==> src/hw/ers_pkg.sv <==
// constants, register map and types shared by the error rate / sync monitor
// How it works
// - live refresh each interval, 100 or 200 ms
// - live refresh shows running total or last interval
// - running view sums counts since period start
// - interval view shows last interval only
// - live off holds last period result
// - auto realign only when enabled, on loss
// - threshold is ten power minus N or table
// - locked goes unlocked above loss threshold
// - unlocked goes locked at or below gain
// - short patterns: loss 2000/5000, gain 1/4
// - length 17-160: loss 400/5000, gain 1/40
// - length 161-1600: loss 40/5000, gain 1/400
// - length 1601-16000: loss 4/5000
// - length to 80000: loss 4/25000, gain 1/10000
// - length to 160000: loss 4/50000, gain 1/20000
// - rate is errors over clocks in window
package ers_pkg;

   // clock and interval timing
   localparam int unsigned CLK_HZ      = 40_000_000;  // system clock rate
   localparam int unsigned IV_BASE_MS  = 100;         // short interval, ms
   localparam int unsigned IV_BASE_CYC = IV_BASE_MS * (CLK_HZ / 1000);

   // register byte offsets
   localparam logic [7:0] OFS_CTRL   = 8'h00;  // control bits
   localparam logic [7:0] OFS_DLEN   = 8'h04;  // data length of pattern
   localparam logic [7:0] OFS_PERIOD = 8'h08;  // intervals per period
   localparam logic [7:0] OFS_STATUS = 8'h0C;  // lock state, realign count
   localparam logic [7:0] OFS_RERR   = 8'h10;  // reported error count
   localparam logic [7:0] OFS_RCLK   = 8'h14;  // reported clock count
   localparam logic [7:0] OFS_RSEQ   = 8'h18;  // report sequence number

   // control field positions
   localparam int unsigned CB_RUN    = 0;   // measurement running
   localparam int unsigned CB_LIVE   = 1;   // live view on
   localparam int unsigned CB_VIEWIV = 2;   // per-interval view
   localparam int unsigned CB_IV200  = 3;   // 200 ms interval
   localparam int unsigned CB_AUTO   = 4;   // automatic realignment
   localparam int unsigned CB_THRTAB = 5;   // table thresholds
   localparam int unsigned CB_N_LO   = 8;   // exponent field, 4 bits
   localparam int unsigned CB_N_W    = 4;   // exponent field width
   localparam int unsigned CB_SZP    = 12;  // substituted_zero_pattern
   localparam logic [31:0] CTRL_WMASK = 32'h0000_1F3F;

   // reset values
   localparam logic [31:0] CTRL_RST   = 32'h0000_0220;
   localparam logic [31:0] DLEN_RST   = 32'h0000_0002;
   localparam logic [31:0] PERIOD_RST = 32'h0000_0005;

   // threshold units and table rows
   localparam logic [31:0] WIN_UNIT  = 32'h0000_1000;  // 4,096 clocks
   localparam logic [31:0] LIM_UNIT  = 32'h0000_0100;  // 256 errors
   localparam logic [31:0] LEN_R1    = 32'd16;
   localparam logic [31:0] LEN_R2    = 32'd160;
   localparam logic [31:0] LEN_R3    = 32'd1_600;
   localparam logic [31:0] LEN_R4    = 32'd16_000;
   localparam logic [31:0] LEN_R5    = 32'd80_000;
   localparam logic [31:0] LOSS_E_A  = 32'd2_000;
   localparam logic [31:0] LOSS_E_B  = 32'd400;
   localparam logic [31:0] LOSS_E_C  = 32'd40;
   localparam logic [31:0] LOSS_E_D  = 32'd4;
   localparam logic [31:0] LOSS_W_A  = 32'd5_000;
   localparam logic [31:0] LOSS_W_B  = 32'd25_000;
   localparam logic [31:0] LOSS_W_C  = 32'd50_000;
   localparam logic [31:0] GAIN_W_A  = 32'd4;
   localparam logic [31:0] GAIN_W_B  = 32'd40;
   localparam logic [31:0] GAIN_W_C  = 32'd400;
   localparam logic [31:0] GAIN_W_D  = 32'd10_000;
   localparam logic [31:0] GAIN_W_E  = 32'd20_000;

   // decimal thresholds: window of DEC_LIM*10^N clocks, DEC_LIM errors
   localparam logic [31:0] DEC_LIM   = 32'h0000_0010;
   localparam logic [31:0] DEC_BASE  = 32'h0000_000A;
   localparam logic [3:0]  N_MIN     = 4'h2;
   localparam logic [3:0]  N_MAX     = 4'h8;

   // lock state
   typedef enum logic [0:0] {
      ERS_UNLOCKED = 1'b0,
      ERS_LOCKED   = 1'b1
   } ers_sync_t;

endpackage : ers_pkg

==> src/hw/ers_monitor.sv <==
// error rate monitor: interval results, lock tracking, apb registers
`timescale 1ns/1ps
module ers_monitor #(
   parameter int unsigned IV_CYC = ers_pkg::IV_BASE_CYC  // 100 ms in clocks
) (
   // clock and reset
   input  wire logic        clock,
   input  wire logic        rst_b,
   // apb slave
   input  wire logic [7:0]  paddr,
   input  wire logic        psel,
   input  wire logic        penable,
   input  wire logic        pwrite,
   input  wire logic [31:0] pwdata,
   output logic      [31:0] prdata,
   output logic             pready,
   output logic             pslverr,
   // compared bit stream
   input  wire logic        bit_valid,   // one compared bit this clock
   input  wire logic        bit_err,     // that bit was in error
   // status outputs
   output logic             sync_locked, // lock state
   output logic             resync_start,// one-cycle realign request
   output logic             result_stb,  // one-cycle new result pulse
   output logic      [31:0] result_err,  // reported error count
   output logic      [31:0] result_clk   // reported clock count
);
   import ers_pkg::*;

   // whole state of the block
   typedef struct packed {
      logic [31:0] ctrl;     // control register
      logic [31:0] dlen;     // data length register
      logic [31:0] period;   // intervals per period
      logic [31:0] prdata;   // read data captured in setup
      logic [31:0] iv_tmr;   // clock cycles into the interval
      logic [31:0] iv_idx;   // intervals into the period
      logic [31:0] iv_err;   // errors this interval
      logic [31:0] iv_clk;   // bits this interval
      logic [31:0] tot_err;  // errors since period start
      logic [31:0] tot_clk;  // bits since period start
      logic [31:0] res_err;  // reported errors
      logic [31:0] res_clk;  // reported bits
      logic [31:0] res_seq;  // report counter
      logic        res_stb;  // report pulse
      logic [31:0] win_err;  // errors in sync window
      logic [31:0] win_clk;  // bits in sync window
      ers_sync_t   sync;     // lock state
      logic        resync;   // realign pulse
      logic [7:0]  rs_cnt;   // realign count
   } ers_state_t;

   ers_state_t  q;         // registered state
   ers_state_t  d;         // next state
   logic [31:0] loss_win;  // selected loss window
   logic [31:0] loss_lim;  // selected loss limit
   logic [31:0] gain_win;  // selected gain window
   logic [31:0] gain_lim;  // selected gain limit
   logic [31:0] e_inc;     // error of this clock
   logic [31:0] c_inc;     // bit of this clock
   logic [31:0] iv_len;    // interval length in clocks
   logic [31:0] w_err;     // window errors including this clock
   logic [31:0] w_clk;     // window bits including this clock
   logic        iv_end;    // last clock of interval
   logic        per_end;   // last interval of period
   logic        addr_ok;   // address is mapped
   logic        wr_acc;    // write access phase

   // threshold selection
   ers_thresh u_thresh (
      .use_table (q.ctrl[CB_THRTAB]),
      .exp_n     (q.ctrl[CB_N_LO +: CB_N_W]),
      .szp       (q.ctrl[CB_SZP]),
      .data_len  (q.dlen),
      .loss_win  (loss_win),
      .loss_lim  (loss_lim),
      .gain_win  (gain_win),
      .gain_lim  (gain_lim)
   );

   // apb decode, slave always ready
   // pready tied high, so every access phase lasts one cycle
   always_comb begin
      addr_ok = (paddr == OFS_CTRL) || (paddr == OFS_DLEN) ||
                (paddr == OFS_PERIOD) || (paddr == OFS_STATUS) ||
                (paddr == OFS_RERR) || (paddr == OFS_RCLK) ||
                (paddr == OFS_RSEQ);
      wr_acc  = psel && penable && pwrite;
      pready  = 1'b1;
      pslverr = psel && penable && !addr_ok;
   end

   // next-state logic
   always_comb begin
      d         = q;
      d.res_stb = 1'b0;
      d.resync  = 1'b0;
      e_inc     = {31'h0000_0000, bit_valid && bit_err};
      c_inc     = {31'h0000_0000, bit_valid};
      iv_len    = q.ctrl[CB_IV200] ? 32'(IV_CYC * 2) : 32'(IV_CYC);
      iv_end    = (q.iv_tmr == 32'(iv_len - 32'h0000_0001));
      per_end   = iv_end && (32'(q.iv_idx + 32'h0000_0001) >= q.period);
      w_err     = 32'(q.win_err + e_inc);
      w_clk     = 32'(q.win_clk + c_inc);

      // register writes, read-only offsets ignore writes
      if (wr_acc) begin
         unique case (paddr)
            OFS_CTRL:   d.ctrl   = pwdata & CTRL_WMASK;
            OFS_DLEN:   d.dlen   = pwdata;
            OFS_PERIOD: d.period = pwdata;
            default:    d.ctrl   = q.ctrl;
         endcase
      end

      // read data captured in setup phase, unmapped reads zero
      if (psel && !penable && !pwrite) begin
         unique case (paddr)
            OFS_CTRL:   d.prdata = q.ctrl;
            OFS_DLEN:   d.prdata = q.dlen;
            OFS_PERIOD: d.prdata = q.period;
            OFS_STATUS: d.prdata = {16'h0000, q.rs_cnt, 7'h00, q.sync};
            OFS_RERR:   d.prdata = q.res_err;
            OFS_RCLK:   d.prdata = q.res_clk;
            OFS_RSEQ:   d.prdata = q.res_seq;
            default:    d.prdata = 32'h0000_0000;
         endcase
      end

      // measurement accumulation and reporting
      // run low holds the interval and total counters at zero, so a new run starts clean
      if (!q.ctrl[CB_RUN]) begin
         d.iv_tmr  = 32'h0000_0000;
         d.iv_idx  = 32'h0000_0000;
         d.iv_err  = 32'h0000_0000;
         d.iv_clk  = 32'h0000_0000;
         d.tot_err = 32'h0000_0000;
         d.tot_clk = 32'h0000_0000;
      end else begin
         d.iv_err  = 32'(q.iv_err + e_inc);
         d.iv_clk  = 32'(q.iv_clk + c_inc);
         d.tot_err = 32'(q.tot_err + e_inc);
         d.tot_clk = 32'(q.tot_clk + c_inc);
         d.iv_tmr  = 32'(q.iv_tmr + 32'h0000_0001);
         if (iv_end) begin
            d.iv_tmr = 32'h0000_0000;
            d.iv_idx = 32'(q.iv_idx + 32'h0000_0001);
            if (q.ctrl[CB_LIVE]) begin
               d.res_stb = 1'b1;
               if (q.ctrl[CB_VIEWIV]) begin
                  d.res_err = d.iv_err;
                  d.res_clk = d.iv_clk;
               end else begin
                  d.res_err = d.tot_err;
                  d.res_clk = d.tot_clk;
               end
            end
            d.iv_err = 32'h0000_0000;
            d.iv_clk = 32'h0000_0000;
            // totals restart each period; a live report has been taken already
            if (per_end) begin
               if (!q.ctrl[CB_LIVE]) begin
                  d.res_stb = 1'b1;
                  d.res_err = d.tot_err;
                  d.res_clk = d.tot_clk;
               end
               d.iv_idx  = 32'h0000_0000;
               d.tot_err = 32'h0000_0000;
               d.tot_clk = 32'h0000_0000;
            end
         end
      end
      if (d.res_stb) begin
         d.res_seq = 32'(q.res_seq + 32'h0000_0001);
      end

      // lock tracking, decided only at window end
      // idle clocks carry no bit, so they do not dilute the rate
      d.win_err = w_err;
      d.win_clk = w_clk;
      unique case (q.sync)
         ERS_LOCKED: begin
            if (w_clk >= loss_win) begin
               d.win_err = 32'h0000_0000;
               d.win_clk = 32'h0000_0000;
               if (w_err > loss_lim) begin
                  d.sync = ERS_UNLOCKED;
                  if (q.ctrl[CB_AUTO]) begin
                     d.resync = 1'b1;
                     d.rs_cnt = 8'(q.rs_cnt + 8'h01);
                  end
               end
            end
         end
         ERS_UNLOCKED: begin
            if (w_clk >= gain_win) begin
               d.win_err = 32'h0000_0000;
               d.win_clk = 32'h0000_0000;
               if (w_err <= gain_lim) begin
                  d.sync = ERS_LOCKED;
               end
            end
         end
      endcase
   end

   // state register, synchronous reset
   // control, data length and period registers take their reset values, everything else clears
   always_ff @(posedge clock) begin
      if (!rst_b) begin
         q        <= '0;
         q.ctrl   <= CTRL_RST;
         q.dlen   <= DLEN_RST;
         q.period <= PERIOD_RST;
         q.sync   <= ERS_UNLOCKED;
      end else begin
         q <= d;
      end
   end

   // outputs from flip-flops
   assign prdata       = q.prdata;
   assign sync_locked  = (q.sync == ERS_LOCKED);
   assign resync_start = q.resync;
   assign result_stb   = q.res_stb;
   assign result_err   = q.res_err;
   assign result_clk   = q.res_clk;

   // checks: lock decisions and reported error bound
   a_loss_above: assert property (@(posedge clock) disable iff (!rst_b)
      (q.sync == ERS_LOCKED && w_clk >= loss_win && w_err > loss_lim)
      |=> !sync_locked)
      else $error("lock kept although errors exceeded loss limit");
   a_loss_hold: assert property (@(posedge clock) disable iff (!rst_b)
      (q.sync == ERS_LOCKED && w_err <= loss_lim) |=> sync_locked)
      else $error("lock dropped while errors within loss limit");
   a_gain_at: assert property (@(posedge clock) disable iff (!rst_b)
      (q.sync == ERS_UNLOCKED && w_clk >= gain_win && w_err <= gain_lim)
      |=> sync_locked)
      else $error("lock not gained at or below gain limit");
   a_gain_midwin: assert property (@(posedge clock) disable iff (!rst_b)
      (q.sync == ERS_UNLOCKED && w_clk < gain_win) |=> !sync_locked)
      else $error("lock gained before window end");
   a_lock_midwin: assert property (@(posedge clock) disable iff (!rst_b)
      (q.sync == ERS_LOCKED && w_clk < loss_win) |=> sync_locked)
      else $error("lock lost before window end");
   a_loss_restart: assert property (@(posedge clock) disable iff (!rst_b)
      (q.sync == ERS_LOCKED && w_clk >= loss_win) |=> (q.win_clk == 32'h0000_0000))
      else $error("window not restarted after loss decision");
   a_gain_restart: assert property (@(posedge clock) disable iff (!rst_b)
      (q.sync == ERS_UNLOCKED && w_clk >= gain_win) |=> (q.win_clk == 32'h0000_0000))
      else $error("window not restarted after gain decision");
   a_err_bound: assert property (@(posedge clock) disable iff (!rst_b)
      result_err <= result_clk)
      else $error("reported errors exceed reported clocks");

   // checks: realignment
   a_auto_resync: assert property (@(posedge clock) disable iff (!rst_b)
      ($fell(sync_locked) && $past(q.ctrl[CB_AUTO])) |-> resync_start)
      else $error("no realign on lock loss with auto on");
   a_no_resync: assert property (@(posedge clock) disable iff (!rst_b)
      resync_start |-> ($fell(sync_locked) && $past(q.ctrl[CB_AUTO])))
      else $error("realign without enabled lock loss");
   a_resync_pulse: assert property (@(posedge clock) disable iff (!rst_b)
      resync_start |=> !resync_start)
      else $error("realign request longer than one cycle");
   a_resync_count: assert property (@(posedge clock) disable iff (!rst_b)
      resync_start |-> (q.rs_cnt == 8'($past(q.rs_cnt) + 8'h01)))
      else $error("realign count did not step with a realign");

   // checks: result reporting
   a_live_iv: assert property (@(posedge clock) disable iff (!rst_b)
      (q.ctrl[CB_RUN] && q.ctrl[CB_LIVE] && iv_end) |=> result_stb)
      else $error("no live report at interval end");
   a_run_quiet: assert property (@(posedge clock) disable iff (!rst_b)
      !q.ctrl[CB_RUN] |=> !result_stb)
      else $error("report published while not running");
   a_seq_step: assert property (@(posedge clock) disable iff (!rst_b)
      result_stb |-> (q.res_seq == 32'($past(q.res_seq) + 32'h0000_0001)))
      else $error("report counter did not step with a report");
   a_iv_view: assert property (@(posedge clock) disable iff (!rst_b)
      (q.ctrl[CB_RUN] && q.ctrl[CB_LIVE] && q.ctrl[CB_VIEWIV] && iv_end)
      |=> (result_err == 32'($past(q.iv_err) + $past(e_inc))))
      else $error("interval view reported wrong errors");
   a_run_view: assert property (@(posedge clock) disable iff (!rst_b)
      (q.ctrl[CB_RUN] && q.ctrl[CB_LIVE] && !q.ctrl[CB_VIEWIV] && iv_end)
      |=> (result_clk == 32'($past(q.tot_clk) + $past(c_inc))))
      else $error("running view reported wrong clocks");
   a_hold_off: assert property (@(posedge clock) disable iff (!rst_b)
      (!q.ctrl[CB_LIVE] && !per_end) |=> $stable(result_err))
      else $error("held result changed before period end");
   a_hold_clk: assert property (@(posedge clock) disable iff (!rst_b)
      (!q.ctrl[CB_LIVE] && !per_end) |=> $stable(result_clk))
      else $error("held clock count changed before period end");

   // cover the main scenarios
   c_loss: cover property (@(posedge clock) disable iff (!rst_b)
      $fell(sync_locked));
   c_gain: cover property (@(posedge clock) disable iff (!rst_b)
      $rose(sync_locked));
   c_period: cover property (@(posedge clock) disable iff (!rst_b)
      q.ctrl[CB_RUN] && !q.ctrl[CB_LIVE] && per_end);
   c_live: cover property (@(posedge clock) disable iff (!rst_b)
      q.ctrl[CB_RUN] && q.ctrl[CB_LIVE] && iv_end);
   c_resync: cover property (@(posedge clock) disable iff (!rst_b)
      resync_start);

endmodule : ers_monitor

==> src/hw/ers_thresh.sv <==
// threshold window and error limit selection for lock and loss decisions
`timescale 1ns/1ps
module ers_thresh (
   // threshold selection
   input  wire logic        use_table,  // length table instead of 10^-N
   input  wire logic [3:0]  exp_n,      // N of 10^-N
   input  wire logic        szp,        // substituted_zero_pattern selected
   input  wire logic [31:0] data_len,   // pattern data length
   // selected thresholds
   output logic      [31:0] loss_win,   // loss window, clocks
   output logic      [31:0] loss_lim,   // loss when errors exceed this
   output logic      [31:0] gain_win,   // gain window, clocks
   output logic      [31:0] gain_lim    // gain when errors at or below
);
   import ers_pkg::*;

   logic [3:0]  n_eff;  // exponent clamped into its legal range
   logic [31:0] pow;    // DEC_LIM * 10^N

   // row lookup and decimal threshold
   always_comb begin
      n_eff = exp_n;
      if (exp_n < N_MIN) begin
         n_eff = N_MIN;
      end else if (exp_n > N_MAX) begin  // field values above 8 act as 8
         n_eff = N_MAX;
      end
      pow = DEC_LIM;
      for (int i = 0; i < 8; i++) begin
         if (4'(i) < n_eff) begin
            pow = 32'(pow * DEC_BASE);
         end
      end
      if (!use_table) begin
         loss_win = pow;
         loss_lim = DEC_LIM;
         gain_win = pow;
         gain_lim = DEC_LIM;
      end else begin
         gain_lim = LIM_UNIT;
         if (!szp || data_len <= LEN_R1) begin
            loss_win = 32'(WIN_UNIT * LOSS_W_A);
            loss_lim = 32'(LIM_UNIT * LOSS_E_A);
            gain_win = 32'(WIN_UNIT * GAIN_W_A);
         end else if (data_len <= LEN_R2) begin
            loss_win = 32'(WIN_UNIT * LOSS_W_A);
            loss_lim = 32'(LIM_UNIT * LOSS_E_B);
            gain_win = 32'(WIN_UNIT * GAIN_W_B);
         end else if (data_len <= LEN_R3) begin
            loss_win = 32'(WIN_UNIT * LOSS_W_A);
            loss_lim = 32'(LIM_UNIT * LOSS_E_C);
            gain_win = 32'(WIN_UNIT * GAIN_W_C);
         end else if (data_len <= LEN_R4) begin
            loss_win = 32'(WIN_UNIT * LOSS_W_A);
            loss_lim = 32'(LIM_UNIT * LOSS_E_D);
            gain_win = 32'(WIN_UNIT * GAIN_W_C);
         end else if (data_len <= LEN_R5) begin
            loss_win = 32'(WIN_UNIT * LOSS_W_B);
            loss_lim = 32'(LIM_UNIT * LOSS_E_D);
            gain_win = 32'(WIN_UNIT * GAIN_W_D);
         end else begin  // longer lengths use this row too
            loss_win = 32'(WIN_UNIT * LOSS_W_C);
            loss_lim = 32'(LIM_UNIT * LOSS_E_D);
            gain_win = 32'(WIN_UNIT * GAIN_W_E);
         end
      end
   end

endmodule : ers_thresh

==> config.mk <==
export PLATFORM = sky130hd
export DESIGN_NAME = ers_monitor
export DESIGN_NICKNAME = d
export VERILOG_FILES = /design/src/hw/ers_pkg.sv /design/src/hw/ers_monitor.sv /design/src/hw/ers_thresh.sv
export SDC_FILE = /design/constraint.sdc
export NUM_CORES = 1
export LEC_CHECK = 0
export BUFFER_PORTS_ARGS = -buffer_cell sky130_fd_sc_hd__buf_2
export CELL_PAD_IN_SITES_DETAIL_PLACEMENT = 0
export CELL_PAD_IN_SITES_GLOBAL_PLACEMENT = 1
export CORE_MARGIN = 2
export CORE_UTILIZATION = 43
export DETAILED_ROUTE_END_ITERATION = 10
export PLACE_DENSITY = 0.85
export SYNTH_ARGS = -nofsm -noshare
export SYNTH_HDL_FRONTEND = slang
export SYNTH_HIERARCHICAL = 1
export SYNTH_SLANG_ARGS = --single-unit
==> constraint.sdc <==
create_clock -name clock -period 10 [get_ports clock]
set_input_delay 2 -clock clock [delete_from_list [all_inputs] [get_ports clock]]
set_output_delay 2 -clock clock [all_outputs]
set_load 0.02 [all_outputs]
==> impl_metrics.json, run 1 <==
{
  "cp.arrival_ps": 10490,
  "grt_pass1_vias": 27110,
  "gr-usage-all-layers_pct": 25.06,
  "crit_fanout": 5,
  "ir_drop_mv": 0.1289,
  "hold_viol": 0,
  "synth-seq-cells": 470,
  "slew_headroom_pct": 16.64,
  "clock_latency_ps": 660,
  "firstDrtPassIters": 10,
  "synth.most_common_cell": "nand2_1",
  "ys_top_cells_by_area": "dfxtp_1 29%, ha_1 12%, nand2_1 5.6%, a21oi_1 5.0%, buf_4 4.2%",
  "finalSetupViolCount": 0,
  "cp.required_ps": 10520,
  "cts.hold.buffers_added": 0,
  "netlist_area_sq_um": 32490,
  "tritoncts": "done",
  "multi_input_area_sq_um": 21290,
  "whs_endpoint": "prdata[6]",
  "rows": 100,
  "worst_slew_pin_slew_ps": 1250,
  "hp-class": "reg2reg",
  "drive_above_1_share_pct": 15.30,
  "n_antenna_cell": 0,
  "ys_types": 104,
  "fillers": 7149,
  "synth_commonest_cells": "486 x nand2_1, 470 x dfxtp_1, 359 x nor2_1",
  "synth_top_area_share_pct": 28.96,
  "clock-root-buffer": "clkbuf_16",
  "cp_slowest_cell": "or4_4",
  "final.period_utilization_pct": 99.74,
  "die_y_um": 278.9,
  "hold_slack_ps": 454.3,
  "syn_avg_cell_area_sq_um": 8.006,
  "critPathCaptureType": "flip-flop",
  "gp_congestion": 0.9241,
  "die_x_um": 278.9,
  "fin_nets": 4544,
  "syn_inst": 4058,
  "ys.flop_type": "dfxtp_1",
  "regArea_sq_um": 9410,
  "io_pins": 148,
  "r2r_end": "q[4]",
  "numCtsBuffers": 51,
  "fin_worst_skew_ps": 72.69,
  "floorplan.initialDensity_pct": 43.57,
  "placedInstanceArea_sq_um": 33890,
  "grt_first_pass_wirelength_mm": 154.8,
  "synth.largest_area_cell": "dfxtp_1",
  "status": "finished, final reports clean",
  "viasPerCell": 5.700,
  "p_total_mw": 4.033,
  "startpoint_type": "flip-flop",
  "io_buffers": 146,
  "cts_buffer_depth": 3,
  "clk_pin_slew_ps": 60,
  "layout_min_cycle_time_ps": 9974,
  "powerDensity_nw_per_um2": 109.5,
  "min_from": "prdata[6]",
  "drv_cap": 0,
  "wl_mm": 101.6,
  "clock-sinks": 470,
  "yosysSeqAreaShare_pct": 28.96,
  "slew_viol_final": 0,
  "r2r_cells": 52,
  "hold_path_depth": 2,
  "setup_tns_ps": 0,
  "final_area_sq_um": 36850,
  "reg2reg_from": "q[470]",
  "r2r_setup_slack_ps": 30,
  "max_freq_ghz": 0.1003,
  "detailed_place_hpwl_mm": 75.37,
  "htreeDepth": 2,
  "wl_per_cell_um": 19.63,
  "async_flop_share_pct": 0,
  "overflow": 0,
  "crit_path_max_incr_delay_ps": 410,
  "remaining_drc_errors": 0,
  "antenna_found_initial": 9,
  "ant_nets": 0,
  "p_leak_nw": 15.21,
  "synth_edf_count": 0,
  "grt_max_degree": 90,
  "area_growth_pct": 13.41,
  "ys.warnings.count": 6,
  "rsz0062_at_grt": "yes",
  "num_vias": 29520,
  "drt-initial-drc-count": 2517,
  "core_area_sq_um": 74570,
  "die_area_sq_um": 77770,
  "critPathKind": "reg2reg"
}
==> critical path: cells and delay by family, from the launching register on <==
kind / cells / cell delay [ps]
AND/OR/NAND/NOR: 16 / 2410
XOR/XNOR: 4 / 630
flip-flops: 1 / 330
adder cells (fa/ha/maj): 11 / 3070
multiplexers: 1 / 100
buffers and inverters: 5 / 610
AO/OA/AOI/OAI: 15 / 2740
==> per-stage QoR <==
step                std cells  utilization [%]  setup slack, ps
global route             5179            49.41           -508.9
global placement         5041            45.44           -327.9
CTS                      5150            48.30           -82.02
detailed placement       5041            45.44           -449.5
finish                   5179            49.41            25.61
floorplan                4127                -            12.49
==> repair_timing <==
item,4_1_cts,5_1_grt
pin swaps,49,93
gates cloned,1,2
resized for setup,54,100
setup endpoints to repair,74,74
buffers inserted,14,27
==> logic make-up after synthesis <==
family / Yosys count / share of synthesized area [%]
buffers and inverters: 589 / 9.204
DFF: 470 / 28.96
xor gates and xnor gates: 291 / 7.845
and+or+nand+nor: 1460 / 21.63
AOI/OAI and AO/OA: 835 / 16.97
adders and majority gates: 328 / 12.72
other: 3 / 0.03466
muxes: 82 / 2.630
==> placed cells by master (no fill, tap or decap), types with 19 or more instances in the layout <==
| cell type | synthesis | final |
|---|---|---|
| a21oi_1 | 322 | 303 |
| dfxtp_1 | 470 | 469 |
| inv_1 | 229 | 227 |
| xor2_1 | 148 | 148 |
| or3_1 | 28 | 25 |
| nor4_1 | 22 | 20 |
| xnor2_1 | 143 | 140 |
| a31oi_1 | 28 | 22 |
| nand4_1 | 94 | 94 |
| a211oi_1 | 27 | 24 |
| buf_2 | 34 | 145 |
| buf_4 | 183 | 186 |
| clkbuf_16 | 0 | 52 |
| and4_1 | 31 | 31 |
| ha_1 | 324 | 292 |
| o22ai_1 | 20 | 19 |
| a21o_1 | 68 | 67 |
| o211ai_1 | 33 | 33 |
| conb_1 | 3 | 72 |
| o221ai_1 | 20 | 20 |
| nand3_1 | 163 | 163 |
| o21ai_0 | 92 | 80 |
| and3_1 | 78 | 76 |
| nor2_1 | 359 | 354 |
| and2_1 | 33 | 32 |
| nor3_1 | 59 | 53 |
| ha_4 | 0 | 28 |
| mux2_2 | 27 | 27 |
| a21oi_2 | 3 | 19 |
| mux2i_1 | 55 | 55 |
| nand2_1 | 486 | 478 |
==> layout make-up <==
type                            count  share of cell area, %
Clock buffer                       78                  4.146
Clock inverter                     16                 0.5365
Multi-Input combinational cell   3068                  57.78
Sequential cell                   470                  25.54
Timing Repair Buffer              346                  6.326
Tap cell                          969                  3.290
Inverter                          232                  2.377
==> sequential cells by signal (all words and copies together) (netlist names) <==
signal	cells
prdata	32
q	371
result_clk	32
result_err	32
result_stb	1
resync_start	1
sync_locked	1
==> report_power, final <==
part	leakage (nW)	internal, mW	switching [mW]
combinational	10.6	0.0769	0.119
clock	0.832	1.11	0.846
sequential	3.79	1.88	0.00419
total	15.2	3.06	0.969
==> metal layers <==
metal | track usage [%] | wire length [um] | vias up
li1 | - | - | 14320
met1 | 33.43 | 44280 | 14030
met2 | 41.44 | 46740 | 984
met3 | 3.255 | 6750 | 186
met4 | 8.961 | 3847 | 2
met5 | 0 | 13 | -
==> how the worst max path moves through the flow <==
stage	startpoint	end
6_report	q[470]	q[4]
3_5_place_dp	q[470]	q[3]
2_1_floorplan	q[469]	q[3]
4_1_cts	q[469]	q[4]
3_3_place_gp	q[470]	q[2]
5_1_grt	q[469]	q[4]
Power figures use the tool's default switching activity.
==> run 2, diff against run 1 <==
--- a/config.mk
+++ b/config.mk
@@ -9,9 +9,9 @@
 export CELL_PAD_IN_SITES_DETAIL_PLACEMENT = 0
 export CELL_PAD_IN_SITES_GLOBAL_PLACEMENT = 1
 export CORE_MARGIN = 2
-export CORE_UTILIZATION = 43
+export CORE_UTILIZATION = 48
 export DETAILED_ROUTE_END_ITERATION = 10
-export PLACE_DENSITY = 0.85
+export PLACE_DENSITY = 0.89
 export SYNTH_ARGS = -nofsm -noshare
 export SYNTH_HDL_FRONTEND = slang
 export SYNTH_HIERARCHICAL = 1
==> constraint.sdc (replaced) <==
create_clock -name clock -period 10.09 [get_ports clock]
set_input_delay 2.018 -clock clock [delete_from_list [all_inputs] [get_ports clock]]
set_output_delay 2.018 -clock clock [all_outputs]
set_load 0.02 [all_outputs]
==> impl_metrics.json, run 2 (synthesis gave the netlist of run 1 again) <==
{
  "status": "finished, violations left",
  "violations": "negative setup slack",
  "die_x_um": 264.2,
  "final_common_cell": "nand2_1",
  "cts_buffer_depth": 3,
  "clock_latency_ps": 650,
  "worst_slew_pin_slew_ps": 1334,
  "detailed_place_hpwl_mm": 73.85,
  "tritoncts": "done",
  "rsz0062_at_grt": "yes",
  "gr-usage-all-layers_pct": 27.54,
  "drv_cap": 0,
  "hold_viol": 0,
  "clk_pin_slew_ps": 60,
  "fin_worst_skew_ps": 58.85,
  "wl_mm": 101.3,
  "finalSetupViolCount": 24,
  "max_freq_ghz": 0.09852,
  "drt-initial-drc-count": 2424,
  "cts.hold.buffers_added": 0,
  "grt_first_pass_wirelength_mm": 153.0,
  "drive_above_1_share_pct": 14.76,
  "overflow": 0,
  "p_total_mw": 3.993,
  "final.period_utilization_pct": 100.6,
  "crit_fanout": 5,
  "hp-class": "reg2reg",
  "floorplan.initialDensity_pct": 48.46,
  "io_pins": 148,
  "critPathKind": "reg2reg",
  "fin_nets": 4517,
  "grt_max_degree": 87,
  "fillers": 6252,
  "antenna_found_initial": 5,
  "slew_viol_final": 0,
  "ir_drop_mv": 0.1311,
  "crit_path_max_incr_delay_ps": 470,
  "cp_slowest_cell": "or4_4",
  "rows": 95,
  "ant_nets": 0,
  "die_y_um": 264.2,
  "startpoint_type": "flip-flop",
  "cpMostUsedCell": "ha_4",
  "core_area_sq_um": 67040,
  "die_area_sq_um": 69780,
  "critPathCaptureType": "flip-flop",
  "powerDensity_nw_per_um2": 109.1,
  "hold_slack_ps": 453.6,
  "layout_min_cycle_time_ps": 10150,
  "wl_per_cell_um": 20.03,
  "remaining_drc_errors": 0,
  "firstDrtPassIters": 6,
  "layout_common_cells": "482 x nand2_1, 469 x dfxtp_1, 354 x nor2_1, 300 x ha_1, 291 x a21oi_1",
  "num_vias": 29390,
  "top_register": "q",
  "slew_headroom_pct": 10.97,
  "p_leak_nw": 15.14,
  "htreeDepth": 2,
  "io_buffers": 146,
  "cp.arrival_ps": 10700,
  "grt_pass1_vias": 27160,
  "gp_congestion": 0.9465,
  "clock-root-buffer": "clkbuf_16",
  "viasPerCell": 5.813,
  "numCtsBuffers": 51,
  "timing.final.ws_setup_ps": -60.36,
  "clock-sinks": 470,
  "largest_reg_flops": 371,
  "area_growth_pct": 12.67,
  "cp.required_ps": 10640
}
==> run 2: changes by cell type in the layout (fill, tap and decap cells not counted), sizes merged <==
cell and change:
buf -35, diode +2, clkbuf +8, clkinvlp -1, inv -1
==> run 2: power by group <==
| part | switching (mW) | leakage (nW) | internal [mW] |
|---|---|---|---|
| registers | 0.00424 | 3.79 | 1.86 |
| clock network | 0.827 | 0.840 | 1.11 |
| logic | 0.118 | 10.5 | 0.0750 |
| total | 0.949 | 15.1 | 3.04 |
==> run 2: path summary, 6_finish.rpt <==
check                   from         end  cells after the start  slack [ps]
setup / recovery      q[470]        q[3]                     53         -60
hold / removal    prdata[25]  prdata[25]                      2         450
setup reg to reg      q[470]        q[3]                     53         -60
hold reg to reg   prdata[25]  prdata[25]                      2         450
==> run 2: per-layer routing <==
metal / vias up / wire length (um) / share of wire [%] / global-route usage (%)
met5: - / 8 / 0.0079 / 0
met4: 2 / 4055 / 4.0 / 10.70
met3: 210 / 6437 / 6.4 / 3.840
met2: 996 / 46970 / 46 / 45.80
met1: 13930 / 43820 / 43 / 36.08
li1: 14250 / - / - / -
==> run 2: per-stage QoR <==
step                      std cells  TNS [ps]  area [sq um]  utilization (%)  setup slack [ps]
after floorplan                4127         0         32800                -             19.47
after global placement         4924    -10190         33600            50.12            -193.0
after detailed placement       4924    -23160         33600            50.12            -416.1
after CTS                      5032         0         35800            53.40             7.442
after global routing           5055    -33780         36600            54.60            -575.6
final                          5056    -487.7         36610            54.60            -60.36
==> run 2: area by class of cell <==
type                       instances  area [sq um]  area share [%]
clock buffer                      78          1538           4.201
timing repair buffer             319          2262           6.180
tap                              873          1092           2.984
clock inverter                    14         212.7          0.5811
antenna                            2         5.005         0.01367
sequential                       470          9410           25.71
multi-input combinational       3068         21210           57.93
inverter                         232         878.3           2.399
==> run 2: what timing repair did <==
action | 4_1_cts | 5_1_grt
setup buffers | 16 | 13
pin swaps | 60 | 57
gates cloned | 1 | 9
endpoints found under the setup margin | 74 | 74
gates resized for setup | 59 | 95
==> run 2: worst max-delay path: cells and delay by family (launching register included) <==
family	cells	cell delay [ps]
flip-flops	1	320
XOR/XNOR	2	260
buffers and inverters	8	980
multiplexers	2	270
adder cells (fa/ha/maj)	11	2900
AO/OA/AOI/OAI	19	3140
AND/OR/NAND/NOR	11	2210
